## config.mk

```make
export PLATFORM = sky130hd
export DESIGN_NAME = spi_flash_pin_interface
export DESIGN_NICKNAME = d
export VERILOG_FILES = /design/src/rtl/spi_flash_pkg.sv /design/src/rtl/byte_stream_if.sv /design/src/rtl/spi_flash_pin_interface.sv /design/src/rtl/two_entry_buffer.sv
export VERILOG_INCLUDE_DIRS = /design/src /design/src/rtl
export SDC_FILE = /design/constraint.sdc
export NUM_CORES = 1
export LEC_CHECK = 0
export BUFFER_PORTS_ARGS = -buffer_cell sky130_fd_sc_hd__buf_2
export CORE_MARGIN = 3
export CORE_UTILIZATION = 50
export DETAILED_ROUTE_END_ITERATION = 7
export GPL_TIMING_DRIVEN = 0
export PLACE_DENSITY = 0.75
export SYNTH_ARGS = -nofsm -noshare
export SYNTH_HDL_FRONTEND = slang
export SYNTH_SLANG_ARGS = --single-unit
```

## constraint.sdc

```tcl
create_clock -name ref_clk_in -period 3.68 [get_ports ref_clk_in]
set_clock_uncertainty 0.1 [all_clocks]
set_input_delay 0.184 -clock ref_clk_in [delete_from_list [all_inputs] [get_ports ref_clk_in]]
set_output_delay 0.184 -clock ref_clk_in [all_outputs]
set_load 0.005 [all_outputs]
```

## src/rtl/spi_flash_cfg.svh

```systemverilog
`ifndef SPI_FLASH_CFG_SVH
`define SPI_FLASH_CFG_SVH

// opcodes
`define OPC_READ 8'h03
`define OPC_DUAL_READ 8'h3B
`define OPC_PROGRAM 8'h02
`define OPC_ERASE_PAGE 8'h81
`define OPC_ERASE_4K 8'h20
`define OPC_ERASE_32K 8'h52
`define OPC_ERASE_CHIP 8'h60
`define OPC_READ_STATUS 8'h05
`define OPC_OTP_READ 8'h77
`define OPC_OTP_PROGRAM 8'h9B

// geometry
`define ADDR_BITS 17
`define PAGE_BYTES 9'h100
`define OTP_BYTES 8'h80
`define OTP_FACTORY_BYTES 7'h40
`define OTP_IDX_BITS 7

// status byte layout
`define STAT_BUSY_BIT 0
`define STAT_OTP_LOCK_BIT 1
`define STAT_FAIL_BIT 5

// reset values
`define STATUS_RST 8'h00
`define OTP_USER_RST 8'hFF
`define IDLE_BYTE 8'hFF

`endif

```

## src/rtl/spi_flash_pkg.sv

```systemverilog
package spi_flash_pkg;

  typedef enum logic [3:0] {
    ST_CMD = 4'h0,
    ST_ADDR = 4'h1,
    ST_DUMMY = 4'h2,
    ST_READ = 4'h3,
    ST_DUAL = 4'h4,
    ST_PROG = 4'h5,
    ST_STAT = 4'h6,
    ST_OTP_RD = 4'h7,
    ST_OTP_PR = 4'h8,
    ST_DONE = 4'h9,
    ST_IGNORE = 4'hA
  } frame_state_t;

  typedef enum logic [2:0] {
    OP_NONE = 3'h0,
    OP_PROGRAM = 3'h1,
    OP_ERASE_PAGE = 3'h2,
    OP_ERASE_4K = 3'h3,
    OP_ERASE_32K = 3'h4,
    OP_ERASE_CHIP = 3'h5
  } array_op_t;

endpackage : spi_flash_pkg

```

## src/rtl/byte_stream_if.sv

```systemverilog
`timescale 1ns/10ps
interface byte_stream_if;
  logic [7:0] data;
  logic valid;
  logic ready;
  modport src (output data, output valid, input ready);
  modport snk (input data, input valid, output ready);
endinterface : byte_stream_if

```

## src/rtl/spi_flash_pin_interface.sv

```systemverilog
`timescale 1ns/10ps
`include "spi_flash_cfg.svh"

module spi_flash_pin_interface #(
  parameter logic [7:0] UID_SEED = 8'h5A // arbitrary neutral value
) (
  // clock and reset
  input wire logic ref_clk_in,
  input wire logic rst_in,
  // serial pins
  input wire logic cs_n_in,
  input wire logic sck_in,
  input wire logic si_in,
  output logic si_out,
  output logic si_oe_out,
  output logic so_out,
  output logic so_oe_out,
  input wire logic hold_n_in,
  // state
  output logic standby_out,
  output logic mode3_out,
  // array read stream
  output logic rd_en_out,
  output logic [`ADDR_BITS-1:0] rd_addr_out,
  input wire logic [7:0] rd_data_in,
  input wire logic rd_data_valid_in,
  output logic rd_data_ready_out,
  // array program data
  output logic wr_valid_out,
  output logic [`ADDR_BITS-1:0] wr_addr_out,
  output logic [7:0] wr_data_out,
  // array operation control
  output logic op_start_out,
  output spi_flash_pkg::array_op_t op_kind_out,
  output logic [`ADDR_BITS-1:0] op_addr_out,
  input wire logic op_busy_in,
  input wire logic op_done_in,
  input wire logic op_fail_in
);
  import spi_flash_pkg::*;

  frame_state_t state_q;
  array_op_t pend_op_q;
  logic cs_prev_q;
  logic sck_prev_q;
  logic hold_q;
  logic [2:0] bit_cnt_q;
  logic [7:0] sh_in_q;
  logic [7:0] opcode_q;
  logic [1:0] addr_cnt_q;
  logic [23:0] addr_q;
  logic [8:0] prog_cnt_q;
  logic [7:0] out_sh_q;
  logic [2:0] out_left_q;
  logic fail_q;
  logic otp_locked_q;
  logic otp_wrote_q;
  logic [7:0] otp_user_q [0:63];
  logic [`OTP_IDX_BITS-1:0] otp_idx;
  logic selected;
  logic cs_fall;
  logic cs_rise;
  logic hold_d;
  logic sck_rise;
  logic sck_fall;
  logic byte_done;
  logic [7:0] byte_in;
  logic out_phase;
  logic need_byte;
  logic [7:0] next_byte;
  logic buf_pop;
  logic [7:0] status_byte;

  byte_stream_if fill_if ();
  byte_stream_if drain_if ();

  // helpers for opcode dispatch and the factory OTP read bytes
  function automatic logic is_addr_cmd(input logic [7:0] opc);
    is_addr_cmd = (opc == `OPC_READ) || (opc == `OPC_DUAL_READ) || (opc == `OPC_PROGRAM)
      || (opc == `OPC_ERASE_PAGE) || (opc == `OPC_ERASE_4K) || (opc == `OPC_ERASE_32K)
      || (opc == `OPC_OTP_READ) || (opc == `OPC_OTP_PROGRAM);
  endfunction : is_addr_cmd

  function automatic logic [7:0] uid_byte(input logic [`OTP_IDX_BITS-1:0] idx);
    uid_byte = UID_SEED ^ {1'b0, idx};
  endfunction : uid_byte

  assign selected = ~cs_n_in;
  assign cs_fall = ~cs_n_in & cs_prev_q;
  assign cs_rise = cs_n_in & ~cs_prev_q;
  // a pause can only start with the clock low; it ends whenever the pin is released
  assign hold_d = selected & ~hold_n_in & (hold_q | ~sck_in);
  // sck and si only count while selected and not paused
  assign sck_rise = selected & ~hold_q & ~cs_fall & sck_in & ~sck_prev_q;
  assign sck_fall = selected & ~hold_q & ~cs_fall & ~sck_in & sck_prev_q;
  assign byte_done = sck_rise && (bit_cnt_q == 3'h7);
  assign byte_in = {sh_in_q[6:0], si_in};
  assign out_phase = (state_q == ST_READ) || (state_q == ST_DUAL)
    || (state_q == ST_STAT) || (state_q == ST_OTP_RD);
  assign need_byte = sck_fall && out_phase && (out_left_q == 3'h0);
  assign otp_idx = addr_q[`OTP_IDX_BITS-1:0];

  always_comb begin
    status_byte = `STATUS_RST;
    status_byte[`STAT_BUSY_BIT] = op_busy_in;
    status_byte[`STAT_OTP_LOCK_BIT] = otp_locked_q;
    status_byte[`STAT_FAIL_BIT] = fail_q;
  end

  always_comb begin
    next_byte = `IDLE_BYTE;
    buf_pop = 1'b0;
    if (state_q == ST_STAT) begin
      next_byte = status_byte;
    end else if (state_q == ST_OTP_RD) begin
      if (otp_idx < `OTP_FACTORY_BYTES) begin
        next_byte = uid_byte(otp_idx);
      end else begin
        next_byte = otp_user_q[otp_idx[5:0]];
      end
    end else if (drain_if.valid) begin
      next_byte = drain_if.data;
      buf_pop = need_byte;
    end
  end

  assign fill_if.data = rd_data_in;
  assign fill_if.valid = rd_data_valid_in & rd_en_out;
  assign rd_data_ready_out = fill_if.ready;
  assign drain_if.ready = buf_pop;

  two_entry_buffer u_read_buffer (
    .ref_clk_in(ref_clk_in),
    .rst_in(rst_in),
    .flush_in(cs_rise),
    .fill(fill_if),
    .drain(drain_if)
  );

  // pin history and pause
  always_ff @(posedge ref_clk_in) begin
    if (rst_in) begin
      cs_prev_q <= 1'b1;
      sck_prev_q <= 1'b0;
      hold_q <= 1'b0;
      mode3_out <= 1'b0;
    end else begin
      cs_prev_q <= cs_n_in;
      sck_prev_q <= sck_in;
      hold_q <= hold_d;
      if (cs_fall) begin
        mode3_out <= sck_in;
      end
    end
  end

  // input shifter and frame decoder
  always_ff @(posedge ref_clk_in) begin
    if (rst_in || cs_rise) begin
      state_q <= ST_CMD;
      bit_cnt_q <= 3'h0;
      sh_in_q <= 8'h00;
      opcode_q <= 8'h00;
      addr_cnt_q <= 2'h0;
      addr_q <= 24'h000000;
      prog_cnt_q <= 9'h000;
      pend_op_q <= OP_NONE;
      rd_en_out <= 1'b0;
    end else if (cs_fall) begin
      state_q <= ST_CMD;
      bit_cnt_q <= 3'h0;
      prog_cnt_q <= 9'h000;
      pend_op_q <= OP_NONE;
    end else begin
      if (sck_rise) begin
        sh_in_q <= byte_in;
        bit_cnt_q <= bit_cnt_q + 3'h1;
      end
      if (rd_en_out && fill_if.valid && fill_if.ready) begin
        addr_q <= addr_q + 24'h000001;
      end
      if (state_q == ST_OTP_RD && need_byte) begin
        addr_q <= addr_q + 24'h000001;
      end
      if (byte_done) begin
        case (state_q)
          ST_CMD: begin
            opcode_q <= byte_in;
            if (op_busy_in && byte_in != `OPC_READ_STATUS) begin
              state_q <= ST_IGNORE;
            end else if (byte_in == `OPC_READ_STATUS) begin
              state_q <= ST_STAT;
            end else if (byte_in == `OPC_ERASE_CHIP) begin
              state_q <= ST_DONE;
              pend_op_q <= OP_ERASE_CHIP;
            end else if (is_addr_cmd(byte_in)) begin
              state_q <= ST_ADDR;
            end else begin
              state_q <= ST_IGNORE;
            end
          end
          ST_ADDR: begin
            addr_q <= {addr_q[15:0], byte_in};
            addr_cnt_q <= addr_cnt_q + 2'h1;
            if (addr_cnt_q == 2'h2) begin
              if (opcode_q == `OPC_READ) begin
                state_q <= ST_READ;
                rd_en_out <= 1'b1;
              end else if (opcode_q == `OPC_DUAL_READ) begin
                state_q <= ST_DUMMY;
                rd_en_out <= 1'b1;
              end else if (opcode_q == `OPC_PROGRAM) begin
                state_q <= ST_PROG;
              end else if (opcode_q == `OPC_OTP_READ) begin
                state_q <= ST_OTP_RD;
              end else if (opcode_q == `OPC_OTP_PROGRAM) begin
                state_q <= ST_OTP_PR;
              end else begin
                state_q <= ST_DONE;
                if (opcode_q == `OPC_ERASE_PAGE) begin
                  pend_op_q <= OP_ERASE_PAGE;
                end else if (opcode_q == `OPC_ERASE_4K) begin
                  pend_op_q <= OP_ERASE_4K;
                end else begin
                  pend_op_q <= OP_ERASE_32K;
                end
              end
            end
          end
          ST_DUMMY: begin
            state_q <= ST_DUAL;
          end
          ST_PROG: begin
            if (prog_cnt_q != `PAGE_BYTES) begin
              prog_cnt_q <= prog_cnt_q + 9'h001;
              pend_op_q <= OP_PROGRAM;
              addr_q[7:0] <= addr_q[7:0] + 8'h01;
            end
          end
          default: begin
          end
        endcase
      end
    end
  end

  // program bytes go to the array as they arrive; the page index wraps, the count caps
  always_ff @(posedge ref_clk_in) begin
    if (rst_in) begin
      wr_valid_out <= 1'b0;
      wr_addr_out <= '0;
      wr_data_out <= 8'h00;
    end else begin
      wr_valid_out <= byte_done && (state_q == ST_PROG) && (prog_cnt_q != `PAGE_BYTES);
      if (byte_done) begin
        wr_addr_out <= addr_q[`ADDR_BITS-1:0];
        wr_data_out <= byte_in;
      end
    end
  end

  always_ff @(posedge ref_clk_in) begin
    if (rst_in) begin
      rd_addr_out <= '0;
    end else begin
      rd_addr_out <= addr_q[`ADDR_BITS-1:0];
    end
  end

  // internal cycles start only at the closing edge of the frame
  always_ff @(posedge ref_clk_in) begin
    if (rst_in) begin
      op_start_out <= 1'b0;
      op_kind_out <= OP_NONE;
      op_addr_out <= '0;
      fail_q <= 1'b0;
    end else begin
      op_start_out <= cs_rise && (pend_op_q != OP_NONE) && !op_busy_in;
      if (cs_rise && (pend_op_q != OP_NONE) && !op_busy_in) begin
        op_kind_out <= pend_op_q;
        op_addr_out <= addr_q[`ADDR_BITS-1:0];
      end
      if (op_done_in && op_fail_in) begin
        fail_q <= 1'b1;
      end else if (op_start_out) begin
        fail_q <= 1'b0;
      end
    end
  end

  // user half of the security area; the factory half is fixed logic
  generate
    for (genvar i = 0; i < 64; i++) begin : g_otp_user
      always_ff @(posedge ref_clk_in) begin
        if (rst_in) begin
          otp_user_q[i] <= `OTP_USER_RST;
        end else if (byte_done && state_q == ST_OTP_PR && !otp_locked_q
                     && otp_idx >= `OTP_FACTORY_BYTES && otp_idx[5:0] == 6'(i)) begin
          otp_user_q[i] <= byte_in;
        end
      end
    end
  endgenerate

  // lock is not kept across reset here; a real part keeps it in the array
  always_ff @(posedge ref_clk_in) begin
    if (rst_in) begin
      otp_locked_q <= 1'b0;
      otp_wrote_q <= 1'b0;
    end else if (cs_rise) begin
      otp_locked_q <= otp_locked_q | otp_wrote_q;
      otp_wrote_q <= 1'b0;
    end else if (byte_done && state_q == ST_OTP_PR && !otp_locked_q) begin
      otp_wrote_q <= 1'b1;
    end
  end

  // output shifter; pins only move on falling clock edges
  always_ff @(posedge ref_clk_in) begin
    if (rst_in || !selected) begin
      so_out <= 1'b0;
      so_oe_out <= 1'b0;
      si_out <= 1'b0;
      si_oe_out <= 1'b0;
      out_sh_q <= 8'h00;
      out_left_q <= 3'h0;
    end else begin
      if (hold_d) begin
        so_oe_out <= 1'b0;
        si_oe_out <= 1'b0;
      end else if (out_phase && out_left_q != 3'h0) begin
        so_oe_out <= 1'b1;
        si_oe_out <= (state_q == ST_DUAL);
      end
      if (need_byte) begin
        so_oe_out <= ~hold_d;
        if (state_q == ST_DUAL) begin
          so_out <= next_byte[7];
          si_out <= next_byte[6];
          si_oe_out <= ~hold_d;
          out_sh_q <= {next_byte[5:0], 2'b00};
          out_left_q <= 3'h3;
        end else begin
          so_out <= next_byte[7];
          out_sh_q <= {next_byte[6:0], 1'b0};
          out_left_q <= 3'h7;
        end
      end else if (sck_fall && out_phase) begin
        if (state_q == ST_DUAL) begin
          so_out <= out_sh_q[7];
          si_out <= out_sh_q[6];
          out_sh_q <= {out_sh_q[5:0], 2'b00};
        end else begin
          so_out <= out_sh_q[7];
          out_sh_q <= {out_sh_q[6:0], 1'b0};
        end
        out_left_q <= out_left_q - 3'h1;
      end
    end
  end

  always_ff @(posedge ref_clk_in) begin
    if (rst_in) begin
      standby_out <= 1'b1;
    end else begin
      // a pending op at the closing edge keeps standby off until busy takes over
      standby_out <= cs_n_in && !op_busy_in && !op_start_out
        && (pend_op_q == OP_NONE);
    end
  end

endmodule : spi_flash_pin_interface

```

## src/rtl/two_entry_buffer.sv

```systemverilog
`timescale 1ns/10ps
module two_entry_buffer (
  // clock and reset
  input wire logic ref_clk_in,
  input wire logic rst_in,
  input wire logic flush_in,
  // streams
  byte_stream_if.snk fill,
  byte_stream_if.src drain
);
  import spi_flash_pkg::*;

  logic [7:0] mem_q [0:1];
  logic wr_ptr_q;
  logic rd_ptr_q;
  logic [1:0] count_q;
  logic [1:0] count_d;
  logic in_ready_q;
  logic out_valid_q;
  logic push;
  logic pop;

  assign push = fill.valid & in_ready_q;
  assign pop = drain.ready & out_valid_q;
  assign fill.ready = in_ready_q;
  assign drain.valid = out_valid_q;
  assign drain.data = mem_q[rd_ptr_q];

  always_comb begin
    count_d = count_q;
    if (push && !pop) begin
      count_d = count_q + 2'h1;
    end else if (pop && !push) begin
      count_d = count_q - 2'h1;
    end
  end

  always_ff @(posedge ref_clk_in) begin
    if (rst_in || flush_in) begin
      count_q <= 2'h0;
      wr_ptr_q <= 1'b0;
      rd_ptr_q <= 1'b0;
      in_ready_q <= 1'b1;
      out_valid_q <= 1'b0;
    end else begin
      count_q <= count_d;
      in_ready_q <= (count_d != 2'h2);
      out_valid_q <= (count_d != 2'h0);
      if (push) begin
        wr_ptr_q <= ~wr_ptr_q;
      end
      if (pop) begin
        rd_ptr_q <= ~rd_ptr_q;
      end
    end
  end

  always_ff @(posedge ref_clk_in) begin
    if (push) begin
      mem_q[wr_ptr_q] <= fill.data;
    end
  end

endmodule : two_entry_buffer

```

==> results.sh <==
export IMPL_core_area_um2=62300
export IMPL_fin_ws_ns=-0.168
export IMPL_clk_path_buf_depth=3
export IMPL_die_height_um=258
export IMPL_yosysUniqueCellTypes=78
export IMPL_initial_core_util=0.510
export IMPL_fin_cells=3550
export IMPL_fin_nets=2685
export IMPL_power_per_cell_area_nw_per_um2=470
export IMPL_drv_slew=0
export IMPL_place_area_um2=33200
export IMPL_n_fill_cell=4833
export IMPL_rsz0062_at_grt="true"
export IMPL_irDropWorstVdd_mv=0.336
export IMPL_status="complete, but fails checks"
export IMPL_grt_pass1_vias=23000
export IMPL_grt_remaining_overflow=0
export IMPL_r2r_cells=6
export IMPL_cts_htree_levels=3
export IMPL_ant_nets=0
export IMPL_ys_ff_latch=681
export IMPL_clk_pin_slew_worst_paths_ns=0.06
export IMPL_relSlewSlack=0.200
export IMPL_p_leak_nw=11.4
export IMPL_wl_per_cell_um=31.0
export IMPL_ys_seq_area_frac=0.596
export IMPL_area_growth_pct=13.5
export IMPL_fmax_mhz=260
export IMPL_die_w_um=258
export IMPL_postLayoutCellArea_um2=36000
export IMPL_avgSynthCellArea_um2=12.8
export IMPL_synthFlopType="edfxtp_1"
export IMPL_drcViolationCount=0
export IMPL_seq_power_share=0.511
export IMPL_cts_inserted_buffers=73
export IMPL_routed_via_density=6.74
export IMPL_violations="setup timing"
export IMPL_cts_sinks=681
export IMPL_syn_nets=2510
export IMPL_total_power_mw=16.9
export IMPL_clk_latency_ns=0.62
export IMPL_grt_max_degree=15
export IMPL_dr_pass1_iters=6
export IMPL_holdPathStages=6
export IMPL_finalHoldViolations=0
export IMPL_grt_usage=0.326
export IMPL_setup_tns_ns=-3.98
export IMPL_cap_violations=0
export IMPL_grt_pass1_wl_mm=157
export IMPL_netlist_area_um2=31700
export IMPL_synthCells=2481
export IMPL_cts_setup_buffers=0
export IMPL_worst_path_max_fanout=10
export IMPL_post_route_util=0.578
export IMPL_drt_total_wl_mm=110
export IMPL_setup_viol=44
export IMPL_yosys_warnings=0
export IMPL_final_period_utilization=1.05
export IMPL_path_class="reg2reg"
export IMPL_cts_root_buffer="clkbuf_16"
export IMPL_vias=23900
export IMPL_switching_power_mw=3.81
export IMPL_required_ns=3.87
export IMPL_swShare=0.225
export IMPL_drive_gt1_frac=0.210
export IMPL_worstMarginPinSlew_ns=1.20
export IMPL_dieArea_um2=66500
export IMPL_crit_path_end_kind="register"
export IMPL_synth_edff_count=528
export IMPL_p_clk_frac=0.435
export IMPL_std_cell_rows=91
export IMPL_seqCellArea_um2=18900
export IMPL_p_int_mw=13.1
export IMPL_combPwrFrac=0.054
export IMPL_fin_crit_ns=3.85
export IMPL_tritoncts="built"
export IMPL_dpl_cell_count=3403
export IMPL_async_flop_share=0
export IMPL_io_pins=90
export IMPL_arrival_ns=4.04
export IMPL_place_hpwl_mm=76.4
export IMPL_multi_input_area_um2=11900
export IMPL_globalplace_congestion=1.03
export IMPL_io_buffer_count=85
export IMPL_hp_class="in2reg"
export IMPL_first_iter_violations=4071
export IMPL_antenna_found_initial=6
export IMPL_start_kind="register"
==> power groups by stage <==
stage | Combinational [mW] | Clock [mW] | Sequential [mW]
after CTS | 0.858 | 7.32 | 8.64
after global routing | 0.919 | 7.65 | 8.66
final | 0.911 | 7.36 | 8.64
after floorplan | 0.508 | 0 | 8.76
after global placement | 0.826 | 0 | 8.78
after detailed placement | 0.837 | 0 | 8.80
==> state kept, by name (all words and copies together) (netlist names), 2 cells and up, named ones only <==
register and count:
addr_cnt_q 2, addr_q 17, bit_cnt_q 3, op_addr_out 17, op_kind_out 3, opcode_q 8
otp_user_q 512, out_left_q 3, out_sh_q 7, pend_op_q 3, prog_cnt_q 9, rd_addr_out 17
sh_in_q 7, state_q 4, u_read_buffer.count_q 2, u_read_buffer.mem_q 16, wr_addr_out 17, wr_data_out 8
==> final timing paths <==
check	startpoint	to	slack (ns)
worst max-delay path	addr_q[1]	otp_user_q[29][3]	-0.17
worst min register to register	wr_addr_out[13]	wr_addr_out[13]	0.36
worst max register to register	addr_q[1]	otp_user_q[29][3]	-0.17
worst min-delay path	sck_in	si_oe_out	0.06
==> layer usage <==
layer / GRT usage / wire length [um]
met1: 0.425 / 37900
met2: 0.477 / 47700
met3: 0.123 / 17700
met4: 0.169 / 6630
met5: 0 / 26
==> kinds of logic (layout without fill, tap and decap cells) <==
kind of cell	after synthesis	in the layout	share of synthesized area
AO/OA/AOI/OAI	306	306	0.0646
XOR/XNOR	17	17	0.00469
adder cells (fa/ha/maj)	11	11	0.00434
buffers and inverters	289	519	0.0383
flip-flops	681	681	0.596
multiplexers	201	201	0.118
other	0	2	0
AND/OR/NAND/NOR	976	976	0.174
==> critical path, cell delays in order (launching register included) <==
cell and delay, ns:
dfxtp_1 0.37, clkbuf_1 0.53, inv_1 0.28, ha_1 0.44
nand3_1 0.58, buf_1 0.80, o21bai_2 0.39
==> synth_stat cells, types with 10 or more instances <==
cell type / n / share of area
a31oi_1: 15 / 0.0030
nor2_1: 97 / 0.011
ha_1: 11 / 0.0043
nor2b_1: 25 / 0.0049
o21ai_0: 51 / 0.0080
edfxtp_1: 528 / 0.50
buf_4: 18 / 0.0043
buf_2: 38 / 0.0060
o21bai_1: 64 / 0.015
or2_2: 93 / 0.018
nand2b_1: 42 / 0.0083
nor3_1: 12 / 0.0019
inv_1: 18 / 0.0021
a21oi_1: 86 / 0.014
mux2i_1: 56 / 0.018
clkbuf_1: 202 / 0.024
or3_1: 401 / 0.079
nand2_1: 179 / 0.021
a211oi_1: 10 / 0.0024
dfxtp_1: 153 / 0.096
mux4_2: 139 / 0.099
nand3_1: 47 / 0.0074
nand4_1: 13 / 0.0026
==> final cells by class <==
class / instances / area share
sequential: 681 / 0.525
multi-input combinational: 1511 / 0.330
clock buffer: 96 / 0.0548
buffer: 269 / 0.0324
tap: 837 / 0.0291
timing repair buffer: 100 / 0.0160
clock inverter: 34 / 0.0100
inverter: 20 / 0.00208
antenna: 2 / 0.000139
==> metrics by stage <==
stage,hold WS (ns),worst slack (ns)
4_1_cts,0.0400,-0.240
6_report,0.0583,-0.168
2_1_floorplan,0.163,0.927
5_1_grt,0.0791,-0.131
3_3_place_gp,0.273,-0.778
3_5_place_dp,0.276,-0.654
==> layout by cell type, fill, tap and decap left out, types with 13 or more instances in the layout <==
| cell | instances |
|---|---|
| dlygate4sd3_1 | 15 |
| nand3_1 | 47 |
| or2_2 | 93 |
| mux2i_1 | 56 |
| edfxtp_1 | 528 |
| clkbuf_1 | 215 |
| o21bai_2 | 41 |
| a31oi_1 | 15 |
| buf_2 | 120 |
| nand4_1 | 13 |
| o21bai_1 | 15 |
| or3_1 | 401 |
| nor2b_1 | 25 |
| dfxtp_1 | 153 |
| nand2_1 | 179 |
| o21ai_0 | 51 |
| inv_1 | 18 |
| a21oi_1 | 85 |
| nand2b_1 | 42 |
| nor2_1 | 97 |
| clkbuf_16 | 74 |
| mux4_2 | 139 |
| buf_4 | 21 |
==> repair_timing <==
item                                   4_1_cts  5_1_grt
resized for setup                           35       49
endpoints found under the hold margin       29        0
setup endpoints to repair                  197      310
hold buffers                                15        0
No activity file was read; power rests on OpenSTA's default activity.
